$ cat config.mk
export PLATFORM = sky130hd
export DESIGN_NAME = mif_top
export DESIGN_NICKNAME = d
export VERILOG_FILES = /design/src/design/mif_pkg.sv /design/src/design/mif_top.sv
export SDC_FILE = /design/constraint.sdc
export NUM_CORES = 1
export LEC_CHECK = 0
export ABC_AREA = 1
export BUFFER_PORTS_ARGS = -buffer_cell sky130_fd_sc_hd__buf_2
export CAP_MARGIN = 0
export CORE_UTILIZATION = 37
export DETAILED_ROUTE_END_ITERATION = 8
export PLACE_DENSITY = 0.63
export SLEW_MARGIN = 20
export SYNTH_ARGS = -nofsm -noshare
export SYNTH_HDL_FRONTEND = slang
export SYNTH_SLANG_ARGS = --single-unit
$ cat constraint.sdc
create_clock -name ref_clk_i -period 2.6 [get_ports ref_clk_i]
set_input_delay 0.52 -clock ref_clk_i [delete_from_list [all_inputs] [get_ports ref_clk_i]]
set_output_delay 0.52 -clock ref_clk_i [all_outputs]
set_load 0.005 [all_outputs]
$ cat src/design/mif_pkg.sv
// Purpose: Shared constants and types for the metering interrupt flag block
// Assumes: Classic Wishbone slave, 32-bit data, word-aligned registers
// Notes:   Register offsets are word indices; byte address is four times the index
package mif_pkg;

  // ==========================================================================
  // Register map
  localparam logic [7:0] MIF_IDX_ENABLE     = 8'h0a;
  localparam logic [7:0] MIF_IDX_FLAGS      = 8'h0b;
  localparam logic [7:0] MIF_IDX_FLAGS_RC   = 8'h0c;
  localparam logic [7:0] MIF_IDX_SW_RESET   = 8'h10;
  localparam int         MIF_ADDR_W         = 8;

  // ==========================================================================
  // Flag bit positions
  localparam int MIF_BIT_ACTIVE_HALF   = 0;
  localparam int MIF_BIT_DIP           = 1;
  localparam int MIF_BIT_CYCLE_DONE    = 2;
  localparam int MIF_BIT_SAMPLE_READY  = 3;
  localparam int MIF_BIT_ZERO_CROSS    = 4;
  localparam int MIF_BIT_TEMP_DONE     = 5;
  localparam int MIF_BIT_RESET_DONE    = 6;
  localparam int MIF_BIT_ACTIVE_OVF    = 7;
  localparam int MIF_BIT_VPEAK         = 8;
  localparam int MIF_BIT_IPEAK         = 9;
  localparam int MIF_BIT_APPARENT_HALF = 10;
  localparam int MIF_BIT_APPARENT_OVF  = 11;
  localparam int MIF_BIT_CROSS_TIMEOUT = 12;
  localparam int MIF_BIT_POWER_POS     = 13;
  localparam int MIF_BIT_POWER_NEG     = 14;
  localparam int MIF_FLAG_W            = 16;

  // ==========================================================================
  // Reset values and masks
  localparam logic [15:0] MIF_ENABLE_RST  = 16'h0000;
  localparam logic [15:0] MIF_FLAGS_RST   = 16'h0000;
  localparam logic [15:0] MIF_IMPL_MASK   = 16'h7fff;
  localparam logic [15:0] MIF_IRQ_MASK    = 16'h7fbf;
  localparam logic [1:0]  MIF_INIT_CYCLES = 2'h2;

  // ==========================================================================
  // Types
  typedef logic [15:0] mif_flags_t;

  typedef struct packed {
    logic        cyc;
    logic        stb;
    logic        we;
    logic [3:0]  sel;
    logic [7:0]  adr;
    logic [31:0] dat;
  } mif_wb_req_t;

  typedef enum logic [1:0] {
    MIF_ST_INIT = 2'b00,
    MIF_ST_RUN  = 2'b01,
    MIF_ST_ACK  = 2'b11
  } mif_state_t;

endpackage

$ cat src/design/mif_top.sv
// Purpose: Interrupt status, read-clear status and enable mask of a metering device
// Assumes: Event inputs are one-cycle pulses on ref_clk_i; host on classic Wishbone
// Notes:   Interrupt request pin is open drain, modelled as output plus enable
//
// Local design decision: the Wishbone register port.
`timescale 1ns/1ps

module mif_top (
  input  wire logic        ref_clk_i,                   // 20 MHz clock
  input  wire logic        rst_n_i,                     // Async reset, active low
  input  wire logic        wb_cyc_i,                    // Wishbone cycle
  input  wire logic        wb_stb_i,                    // Wishbone strobe
  input  wire logic        wb_we_i,                     // Wishbone write enable
  input  wire logic [3:0]  wb_sel_i,                    // Wishbone byte selects
  input  wire logic [9:0]  wb_adr_i,                    // Wishbone byte address
  input  wire logic [31:0] wb_dat_i,                    // Wishbone write data
  output logic      [31:0] wb_dat_o,                    // Wishbone read data
  output logic             wb_ack_o,                    // Wishbone acknowledge
  input  wire logic        active_energy_half_full_i,   // Event pulse
  input  wire logic        line_voltage_dip_i,          // Event pulse
  input  wire logic        line_cycle_accum_done_i,     // Event pulse
  input  wire logic        waveform_sample_ready_i,     // Event pulse
  input  wire logic        zero_crossing_i,             // Event pulse, either edge
  input  wire logic        temp_conv_done_i,            // Event pulse
  input  wire logic        active_energy_overflow_i,    // Event pulse
  input  wire logic        voltage_peak_exceeded_i,     // Event pulse
  input  wire logic        current_peak_exceeded_i,     // Event pulse
  input  wire logic        apparent_energy_half_full_i, // Event pulse
  input  wire logic        apparent_energy_overflow_i,  // Event pulse
  input  wire logic        crossing_timeout_i,          // Event pulse
  input  wire logic        power_became_positive_i,     // Event pulse
  input  wire logic        power_became_negative_i,     // Event pulse
  output logic             irq_n_o,                     // Request pin output value (0)
  output logic             irq_oe_o,                    // Request pin drive enable
  output logic             sw_reset_o                   // Pulse while soft reset runs
);

  // ==========================================================================
  // Declarations
  mif_pkg::mif_state_t  state_reg;
  mif_pkg::mif_flags_t  enable_reg;
  mif_pkg::mif_flags_t  flags_reg;
  mif_pkg::mif_flags_t  flags_next;
  mif_pkg::mif_flags_t  event_vec;
  mif_pkg::mif_wb_req_t req;
  logic [1:0]           init_cnt_reg;
  logic                 access;
  logic                 acc_wr;
  logic                 acc_rd;
  logic                 reset_done;
  logic                 clear_all;
  logic                 ack_reg;
  logic [31:0]          rdata_reg;
  logic                 swrst_req;
  logic                 swrst_q;

  // Word index decode, shared by read and write paths
  function automatic logic hit(input logic [9:0] adr, input logic [7:0] idx);
    return (adr[9:2] == idx) && (adr[1:0] == 2'h0);
  endfunction

  assign req.cyc = wb_cyc_i;
  assign req.stb = wb_stb_i;
  assign req.we  = wb_we_i;
  assign req.sel = wb_sel_i;
  assign req.adr = wb_adr_i[9:2];
  assign req.dat = wb_dat_i;

  // New request only when not already acknowledging, so each access acts once
  assign access = req.cyc && req.stb && !ack_reg && (state_reg != mif_pkg::MIF_ST_INIT);
  assign acc_wr = access && req.we;
  assign acc_rd = access && !req.we;

  // ==========================================================================
  // Event vector, one bit per flag
  always_comb begin
    event_vec = '0;
    event_vec[mif_pkg::MIF_BIT_ACTIVE_HALF]   = active_energy_half_full_i;
    event_vec[mif_pkg::MIF_BIT_DIP]           = line_voltage_dip_i;
    event_vec[mif_pkg::MIF_BIT_CYCLE_DONE]    = line_cycle_accum_done_i;
    event_vec[mif_pkg::MIF_BIT_SAMPLE_READY]  = waveform_sample_ready_i;
    event_vec[mif_pkg::MIF_BIT_ZERO_CROSS]    = zero_crossing_i;
    event_vec[mif_pkg::MIF_BIT_TEMP_DONE]     = temp_conv_done_i;
    event_vec[mif_pkg::MIF_BIT_RESET_DONE]    = reset_done;
    event_vec[mif_pkg::MIF_BIT_ACTIVE_OVF]    = active_energy_overflow_i;
    event_vec[mif_pkg::MIF_BIT_VPEAK]         = voltage_peak_exceeded_i;
    event_vec[mif_pkg::MIF_BIT_IPEAK]         = current_peak_exceeded_i;
    event_vec[mif_pkg::MIF_BIT_APPARENT_HALF] = apparent_energy_half_full_i;
    event_vec[mif_pkg::MIF_BIT_APPARENT_OVF]  = apparent_energy_overflow_i;
    event_vec[mif_pkg::MIF_BIT_CROSS_TIMEOUT] = crossing_timeout_i;
    event_vec[mif_pkg::MIF_BIT_POWER_POS]     = power_became_positive_i;
    event_vec[mif_pkg::MIF_BIT_POWER_NEG]     = power_became_negative_i;
  end

  // ==========================================================================
  // Reset sequencer: a software reset re-runs the init phase
  assign swrst_req = acc_wr && hit(wb_adr_i, mif_pkg::MIF_IDX_SW_RESET) && wb_sel_i[0]
                     && wb_dat_i[0];
  assign reset_done = (state_reg == mif_pkg::MIF_ST_INIT) && (init_cnt_reg == 2'h0);

  always_ff @(posedge ref_clk_i or negedge rst_n_i) begin
    if (!rst_n_i) begin
      state_reg    <= mif_pkg::MIF_ST_INIT;
      init_cnt_reg <= mif_pkg::MIF_INIT_CYCLES;
    end else begin
      case (state_reg)
        mif_pkg::MIF_ST_INIT: begin
          if (init_cnt_reg == 2'h0) begin
            state_reg <= mif_pkg::MIF_ST_RUN;
          end else begin
            init_cnt_reg <= init_cnt_reg - 2'h1;
          end
        end
        mif_pkg::MIF_ST_RUN: begin
          if (access) begin
            state_reg <= mif_pkg::MIF_ST_ACK;
          end
        end
        mif_pkg::MIF_ST_ACK: begin
          if (swrst_q) begin
            state_reg    <= mif_pkg::MIF_ST_INIT;
            init_cnt_reg <= mif_pkg::MIF_INIT_CYCLES;
          end else if (access) begin
            state_reg <= mif_pkg::MIF_ST_ACK;
          end else begin
            state_reg <= mif_pkg::MIF_ST_RUN;
          end
        end
        default: begin
          state_reg <= mif_pkg::MIF_ST_INIT;
        end
      endcase
    end
  end

  always_ff @(posedge ref_clk_i or negedge rst_n_i) begin
    if (!rst_n_i) begin
      swrst_q    <= 1'b0;
      sw_reset_o <= 1'b0;
    end else begin
      swrst_q    <= swrst_req;
      sw_reset_o <= swrst_q || (state_reg == mif_pkg::MIF_ST_INIT);
    end
  end

  // ==========================================================================
  // Enable mask register
  always_ff @(posedge ref_clk_i or negedge rst_n_i) begin
    if (!rst_n_i) begin
      enable_reg <= mif_pkg::MIF_ENABLE_RST;
    end else if (swrst_q) begin
      enable_reg <= mif_pkg::MIF_ENABLE_RST;
    end else if (acc_wr && hit(wb_adr_i, mif_pkg::MIF_IDX_ENABLE)) begin
      if (wb_sel_i[0]) begin
        enable_reg[7:0] <= wb_dat_i[7:0];
      end
      if (wb_sel_i[1]) begin
        enable_reg[15:8] <= wb_dat_i[15:8] & mif_pkg::MIF_IMPL_MASK[15:8];
      end
    end
  end

  // ==========================================================================
  // Status flags: a set in the clearing cycle wins
  assign clear_all = acc_rd && hit(wb_adr_i, mif_pkg::MIF_IDX_FLAGS_RC);

  always_comb begin
    flags_next = flags_reg;
    if (clear_all || swrst_q) begin
      flags_next = '0;
    end
    flags_next = (flags_next | event_vec) & mif_pkg::MIF_IMPL_MASK;
  end

  always_ff @(posedge ref_clk_i or negedge rst_n_i) begin
    if (!rst_n_i) begin
      flags_reg <= mif_pkg::MIF_FLAGS_RST;
    end else begin
      flags_reg <= flags_next;
    end
  end

  // ==========================================================================
  // Interrupt pin; reset flag is masked off regardless of enable
  always_ff @(posedge ref_clk_i or negedge rst_n_i) begin
    if (!rst_n_i) begin
      irq_oe_o <= 1'b0;
      irq_n_o  <= 1'b0;
    end else begin
      irq_oe_o <= |(flags_next & enable_reg & mif_pkg::MIF_IRQ_MASK);
      irq_n_o  <= 1'b0;
    end
  end

  // ==========================================================================
  // Bus answer: ack one cycle after the request, unmapped reads return zero
  always_ff @(posedge ref_clk_i or negedge rst_n_i) begin
    if (!rst_n_i) begin
      ack_reg   <= 1'b0;
      rdata_reg <= 32'h0000_0000;
    end else begin
      ack_reg   <= access;
      rdata_reg <= 32'h0000_0000;
      if (acc_rd) begin
        if (hit(wb_adr_i, mif_pkg::MIF_IDX_ENABLE)) begin
          rdata_reg <= {16'h0000, enable_reg};
        end else if (hit(wb_adr_i, mif_pkg::MIF_IDX_FLAGS) ||
                     hit(wb_adr_i, mif_pkg::MIF_IDX_FLAGS_RC)) begin
          rdata_reg <= {16'h0000, flags_reg & mif_pkg::MIF_IMPL_MASK};
        end
      end
    end
  end

  assign wb_ack_o = ack_reg;
  assign wb_dat_o = rdata_reg;

endmodule

; Yosys cells after proc, flatten, opt, wreduce, memory -nomap -nowiden
; Index checks and enable logic that the tools add are counted.
[op_classes]
bitwise_logic = 2
muxes = 16
eq_ne = 10
n_addsub = 1
reduce_logical = 33
[op_table]
columns = cell, count
row1 = $mux W16, 3
row2 = $mux W32, 1
row3 = $mux W15, 2
row4 = $eq A8 B4 Y1 const B, 3
row5 = $mux W8, 2
row6 = $and A15 B15 Y15, 1
row7 = $logic_and A1 B1 Y1, 15
row8 = $or A15 B15 Y15, 1
row9 = $reduce_or A14 Y1, 1
row10 = $mux W2, 6
row11 = $reduce_bool A2 Y1, 5
row12 = $eq A8 B5 Y1 const B, 1
row13 = $logic_not A2 Y1, 3
row14 = $ne A2 B2 Y1 const B, 3
row15 = $pmux W2 S3, 1
row16 = $reduce_and A2 Y1, 3
row17 = $pmux W2 S2, 1
row18 = $logic_or A1 B1 Y1, 3
row19 = $reduce_and A3 Y1, 1
row20 = $eq A2 B1 Y1 const B, 1
row21 = $eq A2 B2 Y1 const B, 1
row22 = $logic_not A1 Y1, 2
row23 = $ne A2 B1 Y1 const B, 1
row24 = $sub A2 B1 Y2 const B, 1
[word_totals]
out_inout_bits = 36
register_bits = 71
in_bits = 65

; Logic depth before layout (Yosys ltp)
[depth]
depth_word = 10
ltp_mapped = 14
depth_no_buf = 13

; Worst setup path before layout
; No wires, ideal clock.
[synth_timing]
kind = input -> register
startpoint = input port wb_adr_i[9]
endpoint = register irq_oe_o
n_path_buf = 1
slack_ps = 936
required_time_ps = 2481
arrival_time_ps = 1545
cell_stages = 10
path_cell_list = nor2_1 > nand3_1 > nor2_4 > nand2_4 > buf_6 > a31o_2 > nand2_1 > nand2_1 > nor2_1 > nand2_1
[synth_between]
elab_chain_cells = 8
[synth_rtl]
columns = item, line
row1 = from (decl), mif_top.sv:15  ; input wire logic [9:0] wb_adr_i,
row2 = $eq A8 B4 Y1, mif_top.sv:59  ; return (adr[9:2] == idx) && (adr[1:0] == 2'h0);
row3 = $logic_and A1 B1 Y1, mif_top.sv:59
row4 = $logic_and A1 B1 Y1, mif_top.sv:165  ; assign clear_all = acc_rd && hit(wb_adr_i, mif_pkg::MIF_IDX_FLAGS_RC);
row5 = $logic_or A1 B1 Y1, mif_top.sv:169  ; if (clear_all || swrst_q) begin
row6 = $mux W15, mif_top.sv:169
row7 = $or A15 B15 Y15, mif_top.sv:172  ; flags_next = (flags_next | event_vec) & mif_pkg::MIF_IMPL_MASK;
row8 = via flags_next[11], mif_top.sv:43  ; mif_pkg::mif_flags_t flags_next;
row9 = $and A15 B15 Y15, mif_top.sv:190  ; irq_oe_o <= |(flags_next & enable_reg & mif_pkg::MIF_IRQ_MASK);
row10 = $reduce_or A14 Y1, mif_top.sv:190
row11 = to (signal assigned), mif_top.sv:190
row12 = to (decl), mif_top.sv:34  ; output logic irq_oe_o,
; The timed path passes the listed nets, and every way through them passes these cells.
; A chain may end at the register's enable or synchronous reset.

; Worst setup path after layout
[layout_timing]
startpoint = register swrst_q
endpoint = register irq_oe_o
[layout_between]
elab_chain_cells = 5
[layout_rtl]
columns = item, line
row1 = from (decl), mif_top.sv:55  ; logic swrst_q;
row2 = from (signal assigned), mif_top.sv:141  ; swrst_q <= swrst_req;
row3 = $logic_or A1 B1 Y1, mif_top.sv:169
row4 = $mux W15, mif_top.sv:169
row5 = $or A15 B15 Y15, mif_top.sv:172
row6 = via flags_next[9], mif_top.sv:43
row7 = $and A15 B15 Y15, mif_top.sv:190
row8 = $reduce_or A14 Y1, mif_top.sv:190
; The timed path passes the listed nets, and every way through them passes these cells.

==> results.json <==
{
  "post-route-min-period_ns": 1.78,
  "finalSetupViolations": 0,
  "hold_path.class": "input port to async pin",
  "vias": 2113,
  "cts_tree": "yes",
  "area_growth_pct": 17.5,
  "diodes": 0,
  "timing.rr.start": "swrst_q",
  "post_cts_buffers": 0,
  "initial_utilization_pct": 39.3,
  "synth_edf_count": 0,
  "drive_gt1_share_pct": 24.3,
  "synth_cell_types": 30,
  "p_total_uw": 1430,
  "slowest_delay_ns": 0.54,
  "netlist_area_um2": 2550,
  "cts-buffers-inserted": 5,
  "final-hold-violation-count": 0,
  "numPortBuffers": 63,
  "cts_root_buf": "clkbuf_8",
  "p_leak_uw": 0.00164,
  "crit_fanout": 22,
  "grt_pass1_vias": 2019,
  "dp_hpwl_um": 4040,
  "wl_um": 5550,
  "slew_headroom_pct": 51.9,
  "core-area_um2": 6490,
  "rsz0062_at_grt": "no",
  "ios": 101,
  "ant_nets": 0,
  "track_usage_pct": 16.7,
  "status": "completed",
  "grt_max_degree": 25,
  "cts.reportedPaths.clkPinSlew_ns": 0.09,
  "drt_iter0_markers": 137,
  "worstSetupPathType": "register to register",
  "fill_cells": 674,
  "wl_per_cell_um": 12.3,
  "rows": 29,
  "fp.dieArea_um2": 7240,
  "clkSinkCount": 53,
  "peakVddDrop_uv": 179,
  "crit_slowest_cell": "inv_1",
  "critPathLaunchType": "register",
  "critPathMostFrequentCell": "nand2_1",
  "worst_slew_pin_slew_ns": 0.721,
  "gp_congestion": 0.779,
  "endpoint_kind": "register",
  "cts_buffer_depth": 2,
  "rrSetupSlack_ns": 0.82,
  "reg2reg_depth": 10,
  "synth_seq_cells": 53,
  "vias_per_cell": 4.69,
  "period_share_pct": 68.4,
  "antenna_found_initial": 0,
  "grt_pass1_wl_um": 9380,
  "report.final.slew_viol_count": 0,
  "worst_ep_arrival_time_ns": 2.03,
  "yosysWarningCount": 0,
  "synth_seq_area_share_pct": 52.0,
  "synth_area_per_cell_um2": 8.37,
  "die_x_um": 85.1,
  "fmax_mhz": 562,
  "power_density_nw_per_um2": 476,
  "cts_hold_buf": 0,
  "die_y_um": 85.1,
  "clock_latency_ns": 0.30,
  "drt_first_pass_iters": 4,
  "ys_async_sr_fraction_pct": 100,
  "nets": 439,
  "final.setup_skew_ns": 0.00379,
  "path_cells": "inv_1, buf_4, nand3_1, nand2_1, nand2_1, nand2_1, inv_1, nand2_1, nor2_1, nand2_1",
  "finalSetupTns_ns": 0,
  "synth_cells": 305,
  "synth_ff_type": "dfrtp_1",
  "cp.required_ns": 2.85,
  "grt-ovfl-total": 0,
  "drc_errors": 0,
  "cts_resized": 0,
  "cap_violations": 0,
  "reg2reg_to": "irq_oe_o",
  "cts_max_level": 2
}
-- cell type report --
type	instances	area [um^2]	share of cell area [%]
clock buffer	7	96.3	3.21
clock inverter	1	5.00	0.167
inverter	49	184	6.13
multi-input combinational	195	932	31.1
sequential	53	1330	44.2
tap	77	96.3	3.21
timing repair buffer	69	360	12.0
-- layer usage --
metal / GRT usage [%] / routed length [um] / vias up / part of all wire [%]
met1: 23.1 / 2570 / 956 / 46
met5: 0 / 0 / - / 0
met2: 26.1 / 2490 / 86 / 45
li1: - / - / 1064 / -
met3: 3.31 / 398 / 7 / 7.2
met4: 6.32 / 85 / 0 / 1.5
-- synthesized netlist by cell type (all sizes together), types with 2 or more instances --
master / count / area [um^2]
nor2: 14 / 86.3
dfrtp: 52 / 1300
a31o: 2 / 17.5
nand4: 5 / 31.3
o21ai: 23 / 115
nor3: 4 / 20.0
buf: 24 / 170
nand2: 75 / 294
inv: 48 / 180
a21oi: 16 / 80.1
nand3: 33 / 175
-- metrics by stage --
stage	instance area (um^2)	util (%)	setup slack [ns]	hold WS (ns)	instances
6_report	3000	46.2	0.821	0.195	451
5_1_grt	3000	46.2	0.627	0.222	451
4_1_cts	3000	46.2	0.798	0.195	451
3_5_place_dp	2900	44.7	0.600	0.460	443
3_3_place_gp	2900	44.7	0.642	0.455	443
2_1_floorplan	2620	-	0.936	0.224	322
-- cells in the final DEF (no fill, tap or decap) --
cell,n
a2111oi_0,1
nor2_2,1
nand2_1,72
and3_1,1
inv_1,46
a21oi_1,16
nor3_1,4
nor2_4,2
nand3_1,31
dfrtp_1,52
nand4_1,5
clkinv_1,1
conb_1,18
ha_1,1
inv_2,2
clkinv_2,1
o211a_1,1
nand3_2,2
buf_2,63
nand2_2,2
nand2_4,1
buf_4,6
nor2_8,1
clkbuf_8,7
o31ai_1,1
o21ai_0,23
a31o_2,2
dfstp_2,1
nor2_1,10
-- worst max-delay path: cells and delay by family (launching register included) --
kind / cells / cell delay (ns)
DFF: 1 / 0.41
buffers and inverters: 3 / 0.87
and+or+nand+nor: 7 / 0.44
-- how the worst max path moves through the flow --
stage,depth (start not counted),slack [ns],end,startpoint
after floorplan,10,0.94,irq_oe_o,wb_adr_i[9]
after global placement,8,0.64,enable_reg[5],wb_adr_i[9]
after detailed placement,8,0.60,enable_reg[6],wb_adr_i[9]
after CTS,10,0.80,irq_oe_o,swrst_q
after global routing,10,0.63,irq_oe_o,swrst_q
final,10,0.82,irq_oe_o,swrst_q
-- cell families (layout without fill, tap and decap cells) --
logic type,count (synthesis),after routing,share of synthesized area (%)
buffers and inverters,74,126,14.0
and+or+nand+nor,132,132,24.0
DFF,53,53,52.0
AOI/OAI and AO/OA,44,44,9.36
other,1,18,0.147
adders and majority gates,1,1,0.490
-- power breakdown --
group | switching [uW] | internal (uW)
combinational | 61.9 | 36.6
clock | 262 | 241
sequential | 1.83 | 826
total | 326 | 1100
(Power assumes the default switching activity.)
